$ cat config.mk
export PLATFORM = sky130hd
export DESIGN_NAME = fdc_host_command_port
export DESIGN_NICKNAME = d
export VERILOG_FILES = /design/src/fdc_host_pkg.sv /design/src/fdc_host_command_port.sv
export VERILOG_INCLUDE_DIRS = /design/src
export SDC_FILE = /design/constraint.sdc
export NUM_CORES = 1
export LEC_CHECK = 0
export BUFFER_PORTS_ARGS = -buffer_cell sky130_fd_sc_hd__buf_2
export CAP_MARGIN = 5
export CORE_MARGIN = 4
export CORE_UTILIZATION = 35
export DETAILED_ROUTE_END_ITERATION = 10
export GPL_TIMING_DRIVEN = 0
export PLACE_DENSITY = 0.55
export SLEW_MARGIN = 20
export SYNTH_ARGS = -nofsm -noshare
export SYNTH_HDL_FRONTEND = slang
export SYNTH_SLANG_ARGS = --single-unit
$ cat constraint.sdc
create_clock -name core_clk -period 1.96 [get_ports core_clk]
set_clock_uncertainty 0.15 [all_clocks]
set_input_delay 0.392 -clock core_clk [delete_from_list [all_inputs] [get_ports core_clk]]
set_output_delay 0.392 -clock core_clk [all_outputs]
set_load 0.05 [all_outputs]
$ cat src/fdc_host_defs.svh
// constants of the host command port of the disk controller
// Notes on behaviour
// select low reads status; select high reads the data byte.
// host never writes status nor strobes read and write together.
// 8-bit read-only status readable at any time, any phase.
// status bits 0 to 3 follow each drive's seek mode.
// busy bit set while a command is in progress.
// programmed-I/O bit set only in non-DMA execution, cleared at its end.
// bit 7 says byte slot ready; bit 6 high means toward host.
// ready flag held low for a fixed time after each data access.
// command phase: host polls status, writes when dir 0, ready 1.
// result phase: host polls status, reads when dir 1, ready 1.
// no status polling needed or relied on during execution.
// non-DMA execution raises interrupt for each byte ready.
// read strobe, or write strobe for writes, clears that interrupt.
// slow host may poll ready bit in place of the interrupt.
// transfers continue until terminal count; host drives it without DMA.
// DMA execution raises no interrupt, requests DMA per byte.
// DMA controller answers with grant low plus read or write strobe.
// DMA request drops once grant goes low.
// interrupt marks result phase, cleared by first result byte read; the code raises it only when results follow execution.
// all result bytes must be read before a new command.
// secondary status only readable as result bytes.
// host sends command code first, never shortens sequences.
// execution starts after last command byte, ends after last result.
// execution start sets direction 1 and ready 0; the code sets direction 0 for write-type commands.
// terminal count aborts any command in progress.
// reset returns to idle, keeps engine timing settings.
// strobes, grant and terminal count synchronised, acted on once.
`ifndef FDC_HOST_DEFS_SVH
`define FDC_HOST_DEFS_SVH

`define FDC_CLK_NS       20
`define FDC_READY_HOLD_NS  12000
`define FDC_READY_HOLD_CYC \
   ((`FDC_READY_HOLD_NS + `FDC_CLK_NS - 1) / `FDC_CLK_NS)
`define FDC_HOLD_W       10

`define FDC_SEL_STATUS   1'b0
`define FDC_SEL_DATA     1'b1

`define FDC_SYNC_RST     4'h7
`define FDC_SYNC_RD      0
`define FDC_SYNC_WR      1
`define FDC_SYNC_GRANT   2
`define FDC_SYNC_TC      3

`define FDC_BYTE_RST     8'h00
`define FDC_STATUS_RST   8'h00

`endif

$ cat src/fdc_host_pkg.sv
// types shared by the host command port of the disk controller
package fdc_host_pkg;

   // host bus pins sampled as one group
   typedef struct packed {
      logic       chipSelectN;
      logic       readN;
      logic       writeN;
      logic       registerSelect;
      logic [7:0] data;
   } host_bus_t;

   // main status register layout, bit 7 first
   typedef struct packed {
      logic       hostRequestFlag;
      logic       directionToHost;
      logic       programmedIoExecFlag;
      logic       controllerBusyFlag;
      logic [3:0] driveSeekFlags;
   } main_status_t;

   // command phases, one-hot
   typedef enum logic [2:0] {
      PH_CMD  = 3'b001,
      PH_EXEC = 3'b010,
      PH_RES  = 3'b100
   } phase_t;

endpackage

$ cat src/fdc_host_command_port.sv
// host side command, execution and result handshake of the disk controller
`timescale 1ns/1ps
`include "fdc_host_defs.svh"

// sits between the host bus and the disk engine with one byte slot;
// command length decoding and drive pins belong to the engine
module fdc_host_command_port
   import fdc_host_pkg::*;
(
   input  wire logic      core_clk,        // 50 MHz clock
   input  wire logic      rst,             // sync reset, high
   input  wire host_bus_t hostBus,         // host bus pins
   input  wire logic      dmaGrantN,       // DMA acknowledge, low
   input  wire logic      terminalCountIn, // terminal count, high
   output logic [7:0]     dbOut,           // data bus out
   output logic           dbOe,            // data bus drive enable
   output logic           intOut,          // interrupt to host
   output logic           dmaRequestOut,   // DMA request
   input  wire logic [3:0] driveSeek,      // drives in seek mode
   input  wire logic      execStartIn,     // engine: execution begins
   input  wire logic      execDmaIn,       // engine: DMA mode
   input  wire logic      execToHostIn,    // engine: read-type command
   input  wire logic      srcValidIn,      // engine: byte offered
   input  wire logic [7:0] srcByteIn,      // engine: offered byte
   input  wire logic      sinkReadyIn,     // engine: wants a host byte
   input  wire logic      resStartIn,      // engine: result phase begins
   input  wire logic      resLastIn,       // engine: offered byte is last
   output logic [7:0]     byteOut,         // byte from host to engine
   output logic           byteStrobe,      // byteOut valid pulse
   output logic           srcTake,         // offered byte taken pulse
   output logic           tcPulse          // terminal count seen pulse
);

   // input synchronisers and the edges taken from them
   logic [3:0]             sync1_q;
   logic [3:0]             sync2_q;
   logic [3:0]             sync3_q;
   logic                   rdFall;
   logic                   wrFall;
   logic                   grantFall;
   logic                   tcRise;

   // access decode and phase decode
   logic                   dmaCycle;
   logic                   dataSel;
   logic                   rdEv;
   logic                   wrEv;
   logic                   inCmd;
   logic                   inExec;
   logic                   inRes;

   // phase state and what the engine said at execution start
   phase_t                 phase_q;
   logic                   cmdActive_q;
   logic                   execDma_q;
   logic                   toHost_q;
   logic                   tcSeen_q;

   // the single byte slot between host and engine
   logic                   full_q;
   logic                   lastLoaded_q;
   logic [7:0]             dataReg_q;
   logic                   loadSrc;
   logic                   openSink;

   // ready flag hold-off counter
   logic [`FDC_HOLD_W-1:0] hold_q;
   logic                   holdDone;

   // main status, built each cycle and registered
   main_status_t           status_q;
   main_status_t           status_d;

   // output flip-flops
   logic [7:0]             dbOut_q;
   logic                   dbOe_q;
   logic                   int_q;
   logic                   dmaReq_q;
   logic [7:0]             byteOut_q;
   logic                   byteStrobe_q;
   logic                   srcTake_q;
   logic                   tcPulse_q;

   // three stages: first two synchronise, third gives edges
   // costs two cycles on every strobe, but a strobe held low
   // for many cycles is then acted on exactly once
   always_ff @(posedge core_clk) begin
      if (rst) begin
         sync1_q <= `FDC_SYNC_RST;
         sync2_q <= `FDC_SYNC_RST;
         sync3_q <= `FDC_SYNC_RST;
      end else begin
         sync1_q <= {terminalCountIn, dmaGrantN,
                     hostBus.writeN, hostBus.readN};
         sync2_q <= sync1_q;
         sync3_q <= sync2_q;
      end
   end

   // edges only, so a long strobe counts once
   // stage three resets to the idle levels, so no false edge
   assign rdFall    = ~sync2_q[`FDC_SYNC_RD] & sync3_q[`FDC_SYNC_RD];
   assign wrFall    = ~sync2_q[`FDC_SYNC_WR] & sync3_q[`FDC_SYNC_WR];
   assign grantFall = ~sync2_q[`FDC_SYNC_GRANT]
                    &  sync3_q[`FDC_SYNC_GRANT];
   assign tcRise    =  sync2_q[`FDC_SYNC_TC] & ~sync3_q[`FDC_SYNC_TC];

   // DMA cycles reach the data register without chip select
   // chip select is not looked at while the grant is low
   assign dmaCycle = ~sync2_q[`FDC_SYNC_GRANT];
   assign dataSel  = dmaCycle | (~hostBus.chipSelectN
                   & (hostBus.registerSelect == `FDC_SEL_DATA));
   // a status write is ignored; the host must not issue one
   assign rdEv = rdFall & dataSel;
   assign wrEv = wrFall & dataSel;

   // one-hot phase decodes shared by the processes below
   assign inCmd  = (phase_q == PH_CMD);
   assign inExec = (phase_q == PH_EXEC);
   assign inRes  = (phase_q == PH_RES);

   // byte slot fill conditions toward host and from host
   // srcTake_q blocks a refill while the old offer still shows
   assign loadSrc  = ~full_q & srcValidIn & ~srcTake_q
                   & ((inExec & toHost_q & ~tcSeen_q)
                   | (inRes & ~lastLoaded_q));
   // a write slot opens only once the previous byte has left
   assign openSink = ~full_q & sinkReadyIn & ~byteStrobe_q
                   & inExec & ~toHost_q & ~tcSeen_q;

   // phase sequencing
   always_ff @(posedge core_clk) begin
      if (rst) begin
         phase_q     <= PH_CMD;
         cmdActive_q <= 1'b0;
         execDma_q   <= 1'b0;
         toHost_q    <= 1'b0;
         tcSeen_q    <= 1'b0;
      end else begin
         case (phase_q)
            // command bytes until the engine starts or answers
            PH_CMD: begin
               if (wrEv) begin
                  cmdActive_q <= 1'b1;
               end
               if (execStartIn) begin
                  phase_q     <= PH_EXEC;
                  cmdActive_q <= 1'b0;
                  execDma_q   <= execDmaIn;
                  toHost_q    <= execToHostIn;
                  tcSeen_q    <= 1'b0;
               end else if (resStartIn) begin
                  phase_q     <= PH_RES;
                  cmdActive_q <= 1'b0;
               end
            end
            // data moves until the engine turns to the results
            PH_EXEC: begin
               if (tcRise) begin
                  tcSeen_q <= 1'b1;
               end
               if (resStartIn) begin
                  phase_q <= PH_RES;
               end
            end
            PH_RES: begin
               // new commands stay locked out until the last byte
               if (rdEv & full_q & lastLoaded_q) begin
                  phase_q <= PH_CMD;
               end
            end
            default: begin
               phase_q <= PH_CMD;
            end
         endcase
      end
   end

   // terminal count goes to the engine in any phase once a command byte has arrived, it aborts
   // the engine decides what an abort means for the drive
   always_ff @(posedge core_clk) begin
      if (rst) begin
         tcPulse_q <= 1'b0;
      end else begin
         tcPulse_q <= tcRise & (cmdActive_q | ~inCmd);
      end
   end

   // byte slot: holds a byte for the host, or awaits one from it
   always_ff @(posedge core_clk) begin
      if (rst) begin
         full_q       <= 1'b0;
         lastLoaded_q <= 1'b0;
         dataReg_q    <= `FDC_BYTE_RST;
         srcTake_q    <= 1'b0;
      end else begin
         // the engine must drop its offer the cycle after srcTake
         srcTake_q <= 1'b0;
         // a phase change empties the slot, stale bytes never leak
         if (inCmd | resStartIn | execStartIn) begin
            full_q       <= 1'b0;
            lastLoaded_q <= 1'b0;
         end else if (loadSrc) begin
            dataReg_q    <= srcByteIn;
            full_q       <= 1'b1;
            srcTake_q    <= 1'b1;
            lastLoaded_q <= (phase_q == PH_RES) & resLastIn;
         end else if (openSink) begin
            full_q <= 1'b1;
         end else if (full_q & (rdEv | wrEv)) begin
            full_q <= 1'b0;
         end
      end
   end

   // host bytes go to the engine: command bytes and write data
   // a write with no open slot is dropped without a sign
   always_ff @(posedge core_clk) begin
      if (rst) begin
         byteOut_q    <= `FDC_BYTE_RST;
         byteStrobe_q <= 1'b0;
      end else begin
         byteStrobe_q <= 1'b0;
         if (wrEv & ((phase_q == PH_CMD)
             | ((phase_q == PH_EXEC) & ~toHost_q & full_q))) begin
            byteOut_q    <= hostBus.data;
            byteStrobe_q <= 1'b1;
         end
      end
   end

   // ready flag hold-off after every data register access
   // count rounds up, so the flag never returns early;
   // an access during a running hold restarts it
   always_ff @(posedge core_clk) begin
      if (rst) begin
         hold_q <= '0;
      end else if (rdEv | wrEv) begin
         hold_q <= `FDC_HOLD_W'(`FDC_READY_HOLD_CYC);
      end else if (!holdDone) begin
         hold_q <= hold_q - `FDC_HOLD_W'(1);
      end
   end
   assign holdDone = (hold_q == '0);

   // interrupt: per byte without DMA, and at result start after execution
   // set wins over the clearing strobe, so no byte goes unflagged
   always_ff @(posedge core_clk) begin
      if (rst) begin
         int_q <= 1'b0;
      end else if ((phase_q == PH_EXEC) & ~execDma_q
                   & (loadSrc | openSink)) begin
         int_q <= 1'b1;
      end else if ((phase_q == PH_EXEC) & resStartIn) begin
         int_q <= 1'b1;
      end else if (rdEv | wrEv) begin
         int_q <= 1'b0;
      end
   end

   // DMA request per byte; the grant edge takes it down
   // a new byte in the grant cycle wins, it is a real request;
   // leaving execution drops any request left standing
   always_ff @(posedge core_clk) begin
      if (rst) begin
         dmaReq_q <= 1'b0;
      end else if (inExec & execDma_q & (loadSrc | openSink)) begin
         dmaReq_q <= 1'b1;
      end else if (grantFall | ~inExec) begin
         dmaReq_q <= 1'b0;
      end
   end

   // status bits recomputed every cycle, no host read needed
   always_comb begin
      status_d                      = `FDC_STATUS_RST;
      status_d.driveSeekFlags       = driveSeek;
      status_d.controllerBusyFlag   = cmdActive_q
                                    | (phase_q != PH_CMD);
      status_d.programmedIoExecFlag = (phase_q == PH_EXEC)
                                    & ~execDma_q;

      // direction and ready depend on the phase
      case (phase_q)
         PH_CMD: begin
            status_d.directionToHost = 1'b0;
            status_d.hostRequestFlag = holdDone;
         end
         PH_EXEC: begin
            // without DMA the flag mirrors the per-byte interrupt
            status_d.directionToHost = toHost_q;
            status_d.hostRequestFlag = ~execDma_q & full_q
                                     & holdDone;
         end
         PH_RES: begin
            // results always flow toward the host
            status_d.directionToHost = 1'b1;
            status_d.hostRequestFlag = full_q & holdDone;
         end
         default: begin
            status_d.directionToHost = 1'b0;
            status_d.hostRequestFlag = 1'b0;
         end
      endcase
   end

   // registered so the bus never shows a half-built status
   always_ff @(posedge core_clk) begin
      if (rst) begin
         status_q <= `FDC_STATUS_RST;
      end else begin
         status_q <= status_d;
      end
   end

   // bus read path; the enable follows the synchronised read strobe
   // status on the bus is two cycles old but always settled
   always_ff @(posedge core_clk) begin
      if (rst) begin
         dbOut_q <= `FDC_BYTE_RST;
         dbOe_q  <= 1'b0;
      end else begin
         dbOe_q <= ~sync2_q[`FDC_SYNC_RD]
                 & (dmaCycle | ~hostBus.chipSelectN);
         if (dataSel) begin
            dbOut_q <= dataReg_q;
         end else begin
            dbOut_q <= status_q;
         end
      end
   end

   // every output straight from its flip-flop
   assign dbOut         = dbOut_q;
   assign dbOe          = dbOe_q;
   assign intOut        = int_q;
   assign dmaRequestOut = dmaReq_q;
   assign byteOut       = byteOut_q;
   assign byteStrobe    = byteStrobe_q;
   assign srcTake       = srcTake_q;
   assign tcPulse       = tcPulse_q;

endmodule

* Yosys cells after proc, flatten, opt, wreduce, memory -nomap -nowiden
Index checks and enable logic that the tools add are counted.
** Word-level totals
- Logic and storage cells :: 132
- Bits in registers :: 69
- Input port bits :: 35
** Cells by class
- Multiplexer cells :: 24
- $add $sub $neg :: 1
- Reductions and logical operators :: 12
- Bitwise operators :: 61
- Equal/unequal tests :: 8
** Operator list (count)
- bitwise AND 1 bit :: 35
- 2-to-1 mux 10 bit :: 2
- 2-to-1 mux 1 bit :: 15
- NOT 1 bit :: 15
- bitwise OR 1 bit :: 11
- zero test 10 bit :: 1
- subtractor 10 x 1 -> 10 bit, second input constant :: 1
- 2-to-1 mux 3 bit :: 3
- case mux 3 bit (3 select lines) :: 1
- nonzero test 3 bit :: 3
- 2-to-1 mux 8 bit :: 1
- case mux 2 bit (3 select lines) :: 1
- AND reduction 2 bit :: 3
- inequality test 2 x 1 -> 1 bit, second input constant :: 2
- inequality test 2 bit, second input constant :: 2
- nonzero test 2 bit :: 2
- OR reduction 2 bit :: 2
- equality test 3 x 1 -> 1 bit, second input constant :: 1
- equality test 3 x 2 -> 1 bit, second input constant :: 1
- equality test 3 bit, second input constant :: 1
- inequality test 3 x 1 -> 1 bit, second input constant :: 1
- AND reduction 3 bit :: 1
- case mux 1 bit (2 select lines) :: 1

* Longest topological paths before layout
Gate-level depths: netlist (run 1).
- Word-level depth :: 9
- Gate-level depth with buffers :: 7
- Depth with buffers taken out :: 6

* Worst setup path after synthesis (run 1)
No wires, ideal clock.
- Kind :: register to register
- Start :: reg phase_q[2]
- End :: reg byteOut_q[0] (netlist: byteOut[0])
- Cell stages (with the launch flop) :: 8
- Setup slack :: 0.027 ns
- Arrival time :: 1.711 ns
- Library setup time :: 0.072 ns
- Data required time :: 1.738 ns
- Clock period less this slack :: 1.933 ns
- Path through :: dfxtp_1 clkbuf_1 or3b_2 clkbuf_1 o21ai_0 and3_1 buf_2 mux2i_1
** Between the ends
- Cells in the longest elaborated chain, start to end :: 5
- Elaborated cells on any way between the ends :: 6
- Those cells by class :: 2 x eq/ne; 4 x bitwise
** Ends and longest elaborated chain
- from (decl) :: line fdc_host_command_port.sv:53 : phase_t phase_q;
- from (signal assigned) :: line fdc_host_command_port.sv:134 : phase_q <= PH_CMD;
- from (signal assigned) :: line fdc_host_command_port.sv:147 : phase_q <= PH_EXEC;
- from (signal assigned) :: line fdc_host_command_port.sv:153 : phase_q <= PH_RES;
- equality test 3 x 2 -> 1 bit :: line fdc_host_command_port.sv:225 : | ((phase_q == PH_EXEC) & ~toHost_q & full_q))) begin
- bitwise AND 1 bit (2 in series) :: line fdc_host_command_port.sv:225
- bitwise OR 1 bit * :: line fdc_host_command_port.sv:225
- bitwise AND 1 bit * :: line fdc_host_command_port.sv:224 : if (wrEv & ((phase_q == PH_CMD)
- to (signal assigned) :: line fdc_host_command_port.sv:220 : byteOut_q <= `FDC_BYTE_RST;
- to (signal assigned) :: line fdc_host_command_port.sv:226 : byteOut_q <= hostBus.data;
- to (decl) :: line fdc_host_command_port.sv:79 : logic [7:0] byteOut_q;
Every way passes the cells marked *; elsewhere a longest branch is shown, timed or not.
A chain may end at the register's enable or synchronous reset.

* Worst setup path after layout (run 1)
- Start :: reg hold_q[3]
- End :: reg hold_q[9]
** Between the ends
- Cells in the longest elaborated chain, start to end :: 3
- Elaborated cells on any way between the ends :: 5
- Those cells by class :: 1 x add/sub; 1 x eq/ne; 2 x mux; 1 x reduce/logical
** Ends and longest elaborated chain
- from (decl) :: line fdc_host_command_port.sv:67 : logic [`FDC_HOLD_W-1:0] hold_q;
- from (signal assigned) :: line fdc_host_command_port.sv:239 : hold_q <= `FDC_HOLD_W'(`FDC_READY_HOLD_CYC);
- from (signal assigned) :: line fdc_host_command_port.sv:241 : hold_q <= hold_q - `FDC_HOLD_W'(1);
- subtractor 10 x 1 -> 10 bit :: line fdc_host_command_port.sv:241
- 2-to-1 mux 10 bit :: line fdc_host_command_port.sv:240 : end else if (!holdDone) begin
- 2-to-1 mux 10 bit :: line fdc_host_command_port.sv:238 : end else if (rdEv | wrEv) begin
Parallel ways exist; a longest one is shown, timed or not. The select of a mux whose other input is x is not followed.

==> flow_metrics.tcl, run 1 <==
set metrics [dict create \
    outcome "finished clean" \
    rows 31 \
    path_max_fanout 6 \
    ios 57 \
    clk_latency_ns 0.34 \
    cp.arrival_ns 2.04 \
    final_area_um2 3380 \
    post_drt_wl_per_cell_um 13.3 \
    syn_inst 277 \
    synth-main-ff-cell "dfxtp_1" \
    p_sw_uw 1090 \
    nets 380 \
    antenna_found_initial 0 \
    combPwrFrac 0.233 \
    grt_usage 0.144 \
    fin_cells 448 \
    avgSynthCellArea_um2 9.67 \
    routed-wl-met3_um 289 \
    crit_buf_inv 0 \
    preCtsSetupSlack_ns -0.230 \
    start_util 0.365 \
    core_um2 7330 \
    maxCapViolCount 0 \
    ys.warnings.count 0 \
    cts.path.max_buffers 2 \
    synthToLayoutAreaGrowth_pct 26.3 \
    numCtsBuffers 9 \
    dp_cells 432 \
    routed.top_layer "met4" \
    drv_slew 0 \
    max_slew_margin 0.521 \
    clkPwrFrac 0.335 \
    cts_sinks 69 \
    drcViolationCount 0 \
    peakVddDrop_uv 642 \
    ys_types 43 \
    grt_max_degree 14 \
    setup-violations-final 0 \
    dieArea_um2 9110 \
    viasPerCell 4.66 \
    switching_share 0.288 \
    critical_path.endpoint_type "register" \
    p_seq_frac 0.432 \
    p_per_area_nw_per_um2 1120 \
    worstMarginPinSlew_ns 0.718 \
    cp_cell_sequence "nor4_4 > or3b_4 > or4_1 > a31oi_1" \
    crit_required_ns 2.08 \
    vias 2087 \
    max_stage_delay_ns 0.47 \
    htree_levels 3 \
    ant_nets 0 \
    p_int_uw 2700 \
    wl_met2_um 2820 \
    fin_ws_ns 0.0458 \
    drt_wl_total_um 5970 \
    dr.pass1.iters 4 \
    period_needed_ns 1.91 \
    ys_seq_elements 69 \
    cp_slowest_cell "or4_1" \
    post-dp-hpwl_um 4280 \
    dieHeight_um 95.5 \
    syn_area_um2 2680 \
    cts.clk_slew.worst_paths_ns 0.08 \
    globalplace.congestion 0.825 \
    place_area_um2 3080 \
    crit_type "register to register" \
    cts-root-buf "clkbuf_8" \
    layout-drive-gt1-share 0.324 \
    cp_top_family "simple AND/OR/NAND/NOR gates" \
    diodes 0 \
    yosysSeqAreaShare 0.516 \
    grt_pass1_vias 2047 \
    portBuffers 56 \
    wl_met1_um 2760 \
    grt_pass1_wl_um 9960 \
    syn-num-nets 313 \
    drt_iter0_drc 75 \
    p_leak_uw 0.00146 \
    grt-ovfl-total 0 \
    final.period_utilization 0.977 \
    die_x_um 95.5 \
    rsz0062_at_grt "true" \
    holdBufCountCts 0 \
    hp-class "input pin to register" \
    synth-edff-count 0 \
    max_freq_mhz 522 \
    cp-start-kind "register" \
    finalHoldViolations 0 \
    async_flop_share 0 \
    tritoncts "yes" \
]
## placed cells by master, fill, tap and decap left out, drive strengths merged, types with 3 or more instances in the layout
| cell type | netlist | final |
|---|---|---|
| buf | 3 | 62 |
| dfxtp | 69 | 69 |
| or3b | 4 | 4 |
| clkbuf | 11 | 17 |
| nand2 | 13 | 13 |
| a21oi | 8 | 8 |
| nor3 | 7 | 7 |
| or3 | 6 | 6 |
| nor2b | 14 | 14 |
| inv | 9 | 9 |
| a31oi | 6 | 6 |
| nand3 | 4 | 4 |
| or2 | 9 | 9 |
| clkinvlp | 0 | 3 |
| o21ai | 10 | 10 |
| nand2b | 18 | 18 |
| mux2i | 26 | 26 |
| a211oi | 4 | 4 |
| nor2 | 28 | 28 |
## registers in the layout (all words and copies together), names as in the netlist, 3 cells and up
name       count
byteOut        8
dataReg_q      8
dbOut          8
hold_q        10
phase_q        3
status_q       8
sync1_q        4
sync2_q        4
sync3_q        4
## routing by layer
layer | up-vias | track usage
met5 | - | 0
met4 | 0 | 0.0533
met3 | 10 | 0.0426
met1 | 951 | 0.186
met2 | 47 | 0.227
li1 | 1079 | -
## synth_stat cells, types with 2 or more instances
cell	number	area, um2
nor2_1	28	105
nand3b_1	2	15.0
a211oi_1	4	30.0
a21oi_1	8	40.0
dfxtp_1	69	1380
or4b_2	2	20.0
or3_2	2	15.0
buf_2	3	15.0
nor3b_1	2	15.0
a31oi_1	6	37.5
xnor2_1	2	17.5
clkbuf_1	11	41.3
or2_2	9	56.3
inv_1	9	33.8
o21ai_0	10	50.1
and3_1	2	12.5
or3_1	4	25.0
nand3_1	4	20.0
nand2b_1	18	113
or3b_2	3	26.3
nor3_1	7	35.0
mux2i_1	26	260
nor2b_1	14	87.6
nand2_1	13	48.8
## power by group through the flow
stage,combinational [uW],clock [uW],sequential (uW)
2_1_floorplan,572,0,1660
3_3_place_gp,755,0,1650
3_5_place_dp,765,0,1650
4_1_cts,824,1310,1620
5_1_grt,991,1370,1660
6_report,885,1270,1640
## cells by family (layout without fill, tap and decap cells)
family,count (synthesis),after routing,synth area share
AO/OA/AOI/OAI,37,37,0.0869
XOR/XNOR,2,2,0.00654
adder cells (fa/ha/maj),1,1,0.00467
buffers and inverters,23,95,0.0336
flip-flops,69,69,0.516
multiplexers,27,27,0.101
AND/OR/NAND/NOR,118,118,0.251
## layout make-up
| class | instances | area [um2] |
|---|---|---|
| clock inverters | 7 | 100 |
| inverters | 9 | 33.8 |
| repair buffers | 59 | 300 |
| well taps | 99 | 124 |
| flip-flops and latches | 69 | 1390 |
| plain buffers | 11 | 53.8 |
| fillers | 739 | 3950 |
| multi-input cells | 185 | 1260 |
| clock buffers | 9 | 124 |
## path summary, 6_finish.rpt
path | end | slack, ns | start | cells past startpoint
worst min register to register | sync2_q[0]$_SDFF_PP1_ | 0.26 | sync1_q[0]$_SDFF_PP1_ | 1
worst min-delay path | sync1_q[0]$_SDFF_PP1_ | 0.08 | hostBus[10] | 2
worst max register to register | hold_q[9]$_SDFFE_PP0P_ | 0.05 | hold_q[3]$_SDFFE_PP0P_ | 4
worst max-delay path | hold_q[9]$_SDFFE_PP0P_ | 0.05 | hold_q[3]$_SDFFE_PP0P_ | 4
## repair_timing
item                                    in CTS  in global routing
buffers inserted                             1                  1
gates cloned                                 0                  1
pin swaps                                    2                  1
endpoints found under the setup margin      21                 22
gates resized for setup                      9                 16
## stage by stage
stage	total power, uW	util	setup TNS (ns)	hold WS, ns
finish	3800	0.461	0	0.0827
global route	4020	0.461	-0.0371	0.0657
CTS	3760	0.454	0	0.0648
detailed placement	2420	0.420	-3.93	0.243
global placement	2400	0.420	-3.67	0.241
floorplan	2240	-	0	0.239
(Power assumes the default switching activity.)
==> run 2, diff against run 1 <==
Settings changed: CAP_MARGIN 5 to 40, CORE_ASPECT_RATIO set to 1.1, PLACE_DENSITY 0.55 to unset.
==> run 2 against run 1 <==
Sequential share of layout area did not move. Flip-flop and latch count is the same. Critical path depth increased by 2. Register-to-register slack improved by 0.02 ns. Clock power hardly changed. Core utilization is 0.63 points lower. Setup slack better by 0.024 ns. Routed wire length fell by 1.0%. Power rose by 0.54%. Die area about the same. Largest power group unchanged. Highest routed layer unchanged.
==> flow_metrics.tcl, run 2 (synthesis gave the netlist of run 1 again) <==
set metrics [dict create \
    outcome "finished clean" \
    multi_input_area_um2 1250 \
    grt_usage 0.139 \
    crit_type "register to register" \
    htree_levels 3 \
    p_per_area_nw_per_um2 1130 \
    cp_slowest_cell "or3b_4" \
    portBuffers 56 \
    final_common_cell "dfxtp_1" \
    cts.path.max_buffers 2 \
    path_max_fanout 9 \
    max_slew_margin 0.505 \
    rrSetupSlack_ns 0.07 \
    cp-start-kind "register" \
    peakVddDrop_uv 574 \
    start_util 0.360 \
    dr.pass1.iters 4 \
    drcViolationCount 0 \
    setup-violations-final 0 \
    drt_wl_total_um 5910 \
    rows 33 \
    grt_pass1_vias 2152 \
    rsz0062_at_grt "false" \
    largest_reg_flops 10 \
    tritoncts "yes" \
    globalplace.congestion 0.782 \
    crit_required_ns 2.08 \
    viasPerCell 4.88 \
    worstMarginPinSlew_ns 0.742 \
    period_needed_ns 1.89 \
    cp_cell_sequence "buf_2 > or3b_4 > o21ai_0 > and3_1 > buf_6 > mux2i_1" \
    ant_nets 0 \
    core_um2 7430 \
    synthToLayoutAreaGrowth_pct 26.3 \
    dieArea_um2 9120 \
    drt_iter0_drc 81 \
    maxCapViolCount 0 \
    p_leak_uw 0.00149 \
    post_drt_wl_per_cell_um 13.5 \
    grt-ovfl-total 0 \
    finish.utilization 0.455 \
    fillers 735 \
    cts_sinks 69 \
    grt_max_degree 14 \
    vias 2136 \
    ios 57 \
    holdBufCountCts 0 \
    hp-class "input pin to register" \
    diodes 0 \
    largest-register "hold_q" \
    max_freq_mhz 529 \
    drv_slew 0 \
    final.period_utilization 0.964 \
    nets 382 \
    critical_path.endpoint_type "register" \
    regArea_um2 1390 \
    final_cell_mix "dfxtp_1, buf_2, nor2_1" \
    layout-drive-gt1-share 0.316 \
    max_stage_delay_ns 0.45 \
    post-dp-hpwl_um 4210 \
    cts.clk_slew.worst_paths_ns 0.08 \
    numCtsBuffers 9 \
    clk_latency_ns 0.35 \
    report.power.total_uw 3820 \
    finalHoldViolations 0 \
    die_x_um 91.4 \
    cp.arrival_ns 2.01 \
    antenna_found_initial 0 \
    cts-root-buf "clkbuf_8" \
    dieHeight_um 99.7 \
    grt_pass1_wl_um 10000 \
]
## run 2: repair_timing
item	4_1_cts	5_1_grt
gates resized for setup	12	10
endpoints found under the hold margin	0	0
pin swaps	3	6
setup buffers	1	4
endpoints found under the setup margin	22	22
## run 2: worst paths after layout
path                                start                 endpoint  depth (start not counted)
setup / recovery  phase_q[0]$_SDFFE_PP1P_  byteOut[3]$_SDFFE_PP0P_                          6
setup reg to reg  phase_q[0]$_SDFFE_PP1P_  byteOut[3]$_SDFFE_PP0P_                          6
hold / removal                  dmaGrantN    sync1_q[2]$_SDFF_PP1_                          2
hold reg to reg     sync1_q[0]$_SDFF_PP1_    sync2_q[0]$_SDFF_PP1_                          1
## run 2: layout make-up
cell class                      count  share of cell area
Clock buffer                        9              0.0366
Timing Repair Buffer               61              0.0940
Inverter                            9             0.00999
Buffer                             11              0.0170
Multi-Input combinational cell    185               0.370
Tap cell                           87              0.0322
Sequential cell                    69               0.411
Clock inverter                      7              0.0292
## run 2: metrics by stage
step | std cells | area, um2 | hold WS [ns] | worst slack (ns) | TNS (ns)
CTS | 434 | 3320 | 0.0572 | 0.00220 | 0
global route | 438 | 3380 | 0.0658 | 0.00201 | 0
global placement | 420 | 3070 | 0.242 | -0.220 | -3.80
floorplan | 277 | 2680 | 0.239 | 0.0270 | 0
detailed placement | 420 | 3070 | 0.244 | -0.265 | -4.34
finish | 438 | 3380 | 0.0714 | 0.0700 | 0
## run 2: worst max-delay path, delay by kind of cell, from the launching register on
kind / cells / cell delay [ns]
AO/OA/AOI/OAI: 1 / 0.18
buffers and inverters: 2 / 0.32
flip-flops: 1 / 0.30
multiplexers: 1 / 0.20
AND/OR/NAND/NOR: 2 / 0.65
## run 2: routing by layer
| layer | GRT usage | part of all wire | vias to the layer above |
|---|---|---|---|
| li1 | - | - | 1092 |
| met1 | 0.168 | 0.44 | 990 |
| met2 | 0.229 | 0.49 | 39 |
| met3 | 0.0333 | 0.040 | 15 |
| met4 | 0.0766 | 0.026 | 0 |
| met5 | 0 | 0 | - |
## run 2: where the power goes
part	leakage (uW)	switching [uW]	total (uW)	internal [uW]
Sequential	0.000565	103	1630	1530
Combinational	0.000815	443	908	465
Clock	0.000110	553	1280	722
Total	0.00149	1100	3820	2720
==> run 3, diff against run 2 <==
Settings changed: RECOVER_POWER set to 50.
==> run 3 against run 2 <==
Maximum frequency shrank 0.44%. First-iteration DRC count down 4.9%. Largest power group unchanged. Largest cell class unchanged. Sequential share of layout area increased by 0.35 points.
==> flow_metrics.tcl, run 3 (synthesis gave the netlist of run 1 again) <==
set metrics [dict create \
    use_met1 0.168 \
    setup_tns_ns 0 \
    start_util 0.360 \
    cp_cell_sequence "buf_2 > or3b_4 > o21ai_0 > and3_1 > buf_6 > mux2i_1" \
    rsz0062_at_grt "false" \
    rrSetupSlack_ns 0.06 \
    grt-ovfl-total 0 \
    numCtsBuffers 9 \
    vias 2123 \
    regArea_um2 1390 \
    portBuffers 56 \
    grt_max_degree 14 \
    final_common_cell "dfxtp_1" \
    largest_reg_flops 10 \
    post-dp-hpwl_um 4210 \
    final.period_utilization 0.969 \
    diodes 0 \
    dieArea_um2 9120 \
    hp-class "input pin to register" \
    finalHoldViolations 0 \
    layout-drive-gt1-share 0.251 \
    period_needed_ns 1.90 \
    grt_pass1_wl_um 10000 \
    multi_input_area_um2 1250 \
    outcome "finished clean" \
    gr-usage-met3 0.0333 \
    post_drt_wl_per_cell_um 13.5 \
    synthToLayoutAreaGrowth_pct 25.2 \
    p_per_area_nw_per_um2 1140 \
    max_freq_mhz 527 \
    dr.pass1.iters 4 \
    nets 382 \
    dieHeight_um 99.7 \
    reg2reg_from "phase_q[0]$_SDFFE_PP1P_" \
    drt_iter0_drc 77 \
    drv_slew 0 \
    ant_nets 0 \
    tritoncts "yes" \
    grt_usage 0.139 \
    path_max_fanout 9 \
    holdBufCountCts 0 \
    rows 33 \
    core_um2 7430 \
    cp.arrival_ns 2.02 \
    worstRegToRegCells 6 \
    setup-violations-final 0 \
    setup.worst_path.end "byteOut[3]$_SDFFE_PP0P_" \
    setup.worst_path.start "phase_q[0]$_SDFFE_PP1P_" \
    max_stage_delay_ns 0.45 \
    hold_path_depth 2 \
    largest-register "hold_q" \
    cts.clk_slew.worst_paths_ns 0.08 \
    drt_wl_total_um 5900 \
    antenna_found_initial 0 \
    critical_path.endpoint_type "register" \
    busiest_layer "met2" \
    final_area_um2 3350 \
    fillers 742 \
    grt_pass1_vias 2152 \
    cts_sinks 69 \
    clk_latency_ns 0.34 \
    die_x_um 91.4 \
    worstMarginPinSlew_ns 0.748 \
    cp_slowest_cell "or3b_4" \
    cts-root-buf "clkbuf_8" \
    htree_levels 3 \
    viasPerCell 4.85 \
    cp-start-kind "register" \
    cts.path.max_buffers 2 \
    max_slew_margin 0.502 \
    ios 57 \
    globalplace.congestion 0.782 \
    drcViolationCount 0 \
    gr-usage-met2 0.229 \
    r2r-end "byteOut[3]$_SDFFE_PP0P_" \
    crit_type "register to register" \
    p_leak_uw 0.00139 \
    final_cell_mix "dfxtp_1, buf_2, clkbuf_1" \
    maxCapViolCount 0 \
    crit_required_ns 2.08 \
    peakVddDrop_uv 573 \
    place_area_um2 3070 \
]
-- run 3: cell types whose count changed in the layout (fill, tap and decap cells not counted) --
| cell | previous run | this run |
|---|---|---|
| buf_2 | 57 | 34 |
| clkbuf_1 | 8 | 31 |
-- run 3: area by class of cell --
| class | instances | share of cell area |
|---|---|---|
| Clock inverter | 7 | 0.0295 |
| Multi-Input combinational cell | 185 | 0.374 |
| Sequential cell | 69 | 0.414 |
| Timing Repair Buffer | 61 | 0.0862 |
| Clock buffer | 9 | 0.0369 |
| Tap cell | 87 | 0.0325 |
| Inverter | 9 | 0.0101 |
| Buffer | 11 | 0.0172 |
-- run 3: routing by layer --
layer	up-vias	routed length [um]
li1	1089	-
met1	987	2610
met3	11	233
met4	0	141
met5	-	0
met2	36	2920
-- run 3: worst min path at each step --
stage	from	to	slack, ns
3_3_place_gp	sync1_q[2]$_SDFF_PP1_	sync2_q[2]$_SDFF_PP1_	0.24
5_1_grt	hostBus[9]	sync1_q[1]$_SDFF_PP1_	0.07
6_report	dmaGrantN	sync1_q[2]$_SDFF_PP1_	0.08
2_1_floorplan	sync1_q[0]$_SDFF_PP1_	sync2_q[0]$_SDFF_PP1_	0.24
3_5_place_dp	sync1_q[0]$_SDFF_PP1_	sync2_q[0]$_SDFF_PP1_	0.24
4_1_cts	hostBus[10]	sync1_q[0]$_SDFF_PP1_	0.06
-- run 3: metrics by stage --
step | hold slack (ns) | util | total power, uW | cells | worst slack [ns]
3_5_place_dp | 0.244 | 0.413 | 2410 | 420 | -0.265
3_3_place_gp | 0.242 | 0.413 | 2400 | 420 | -0.220
5_1_grt | 0.0658 | 0.451 | 4040 | 438 | 0.00201
6_report | 0.0757 | 0.451 | 3810 | 438 | 0.0617
2_1_floorplan | 0.239 | - | 2240 | 277 | 0.0270
4_1_cts | 0.0572 | 0.447 | 3760 | 434 | 0.00220
-- run 3: report_power, final --
part / switching (uW) / total, uW / leakage, uW / internal [uW]
sequential: 104 / 1630 / 0.000565 / 1530
clock: 550 / 1270 / 0.000110 / 722
combinational: 442 / 904 / 0.000717 / 462
total: 1100 / 3810 / 0.00139 / 2710
-- run 3: timing repair --
item	CTS	global route
buffers inserted	1	4
resized for setup	12	10
setup endpoints to repair	22	22
pin swaps	3	6
-- run 3: critical path, delay by kind of cell (launching register included) --
| family | cells | cell delay (ns) |
|---|---|---|
| DFF | 1 | 0.30 |
| muxes | 1 | 0.20 |
| AOI/OAI and AO/OA | 1 | 0.18 |
| and+or+nand+nor | 2 | 0.65 |
| buffers and inverters | 2 | 0.33 |
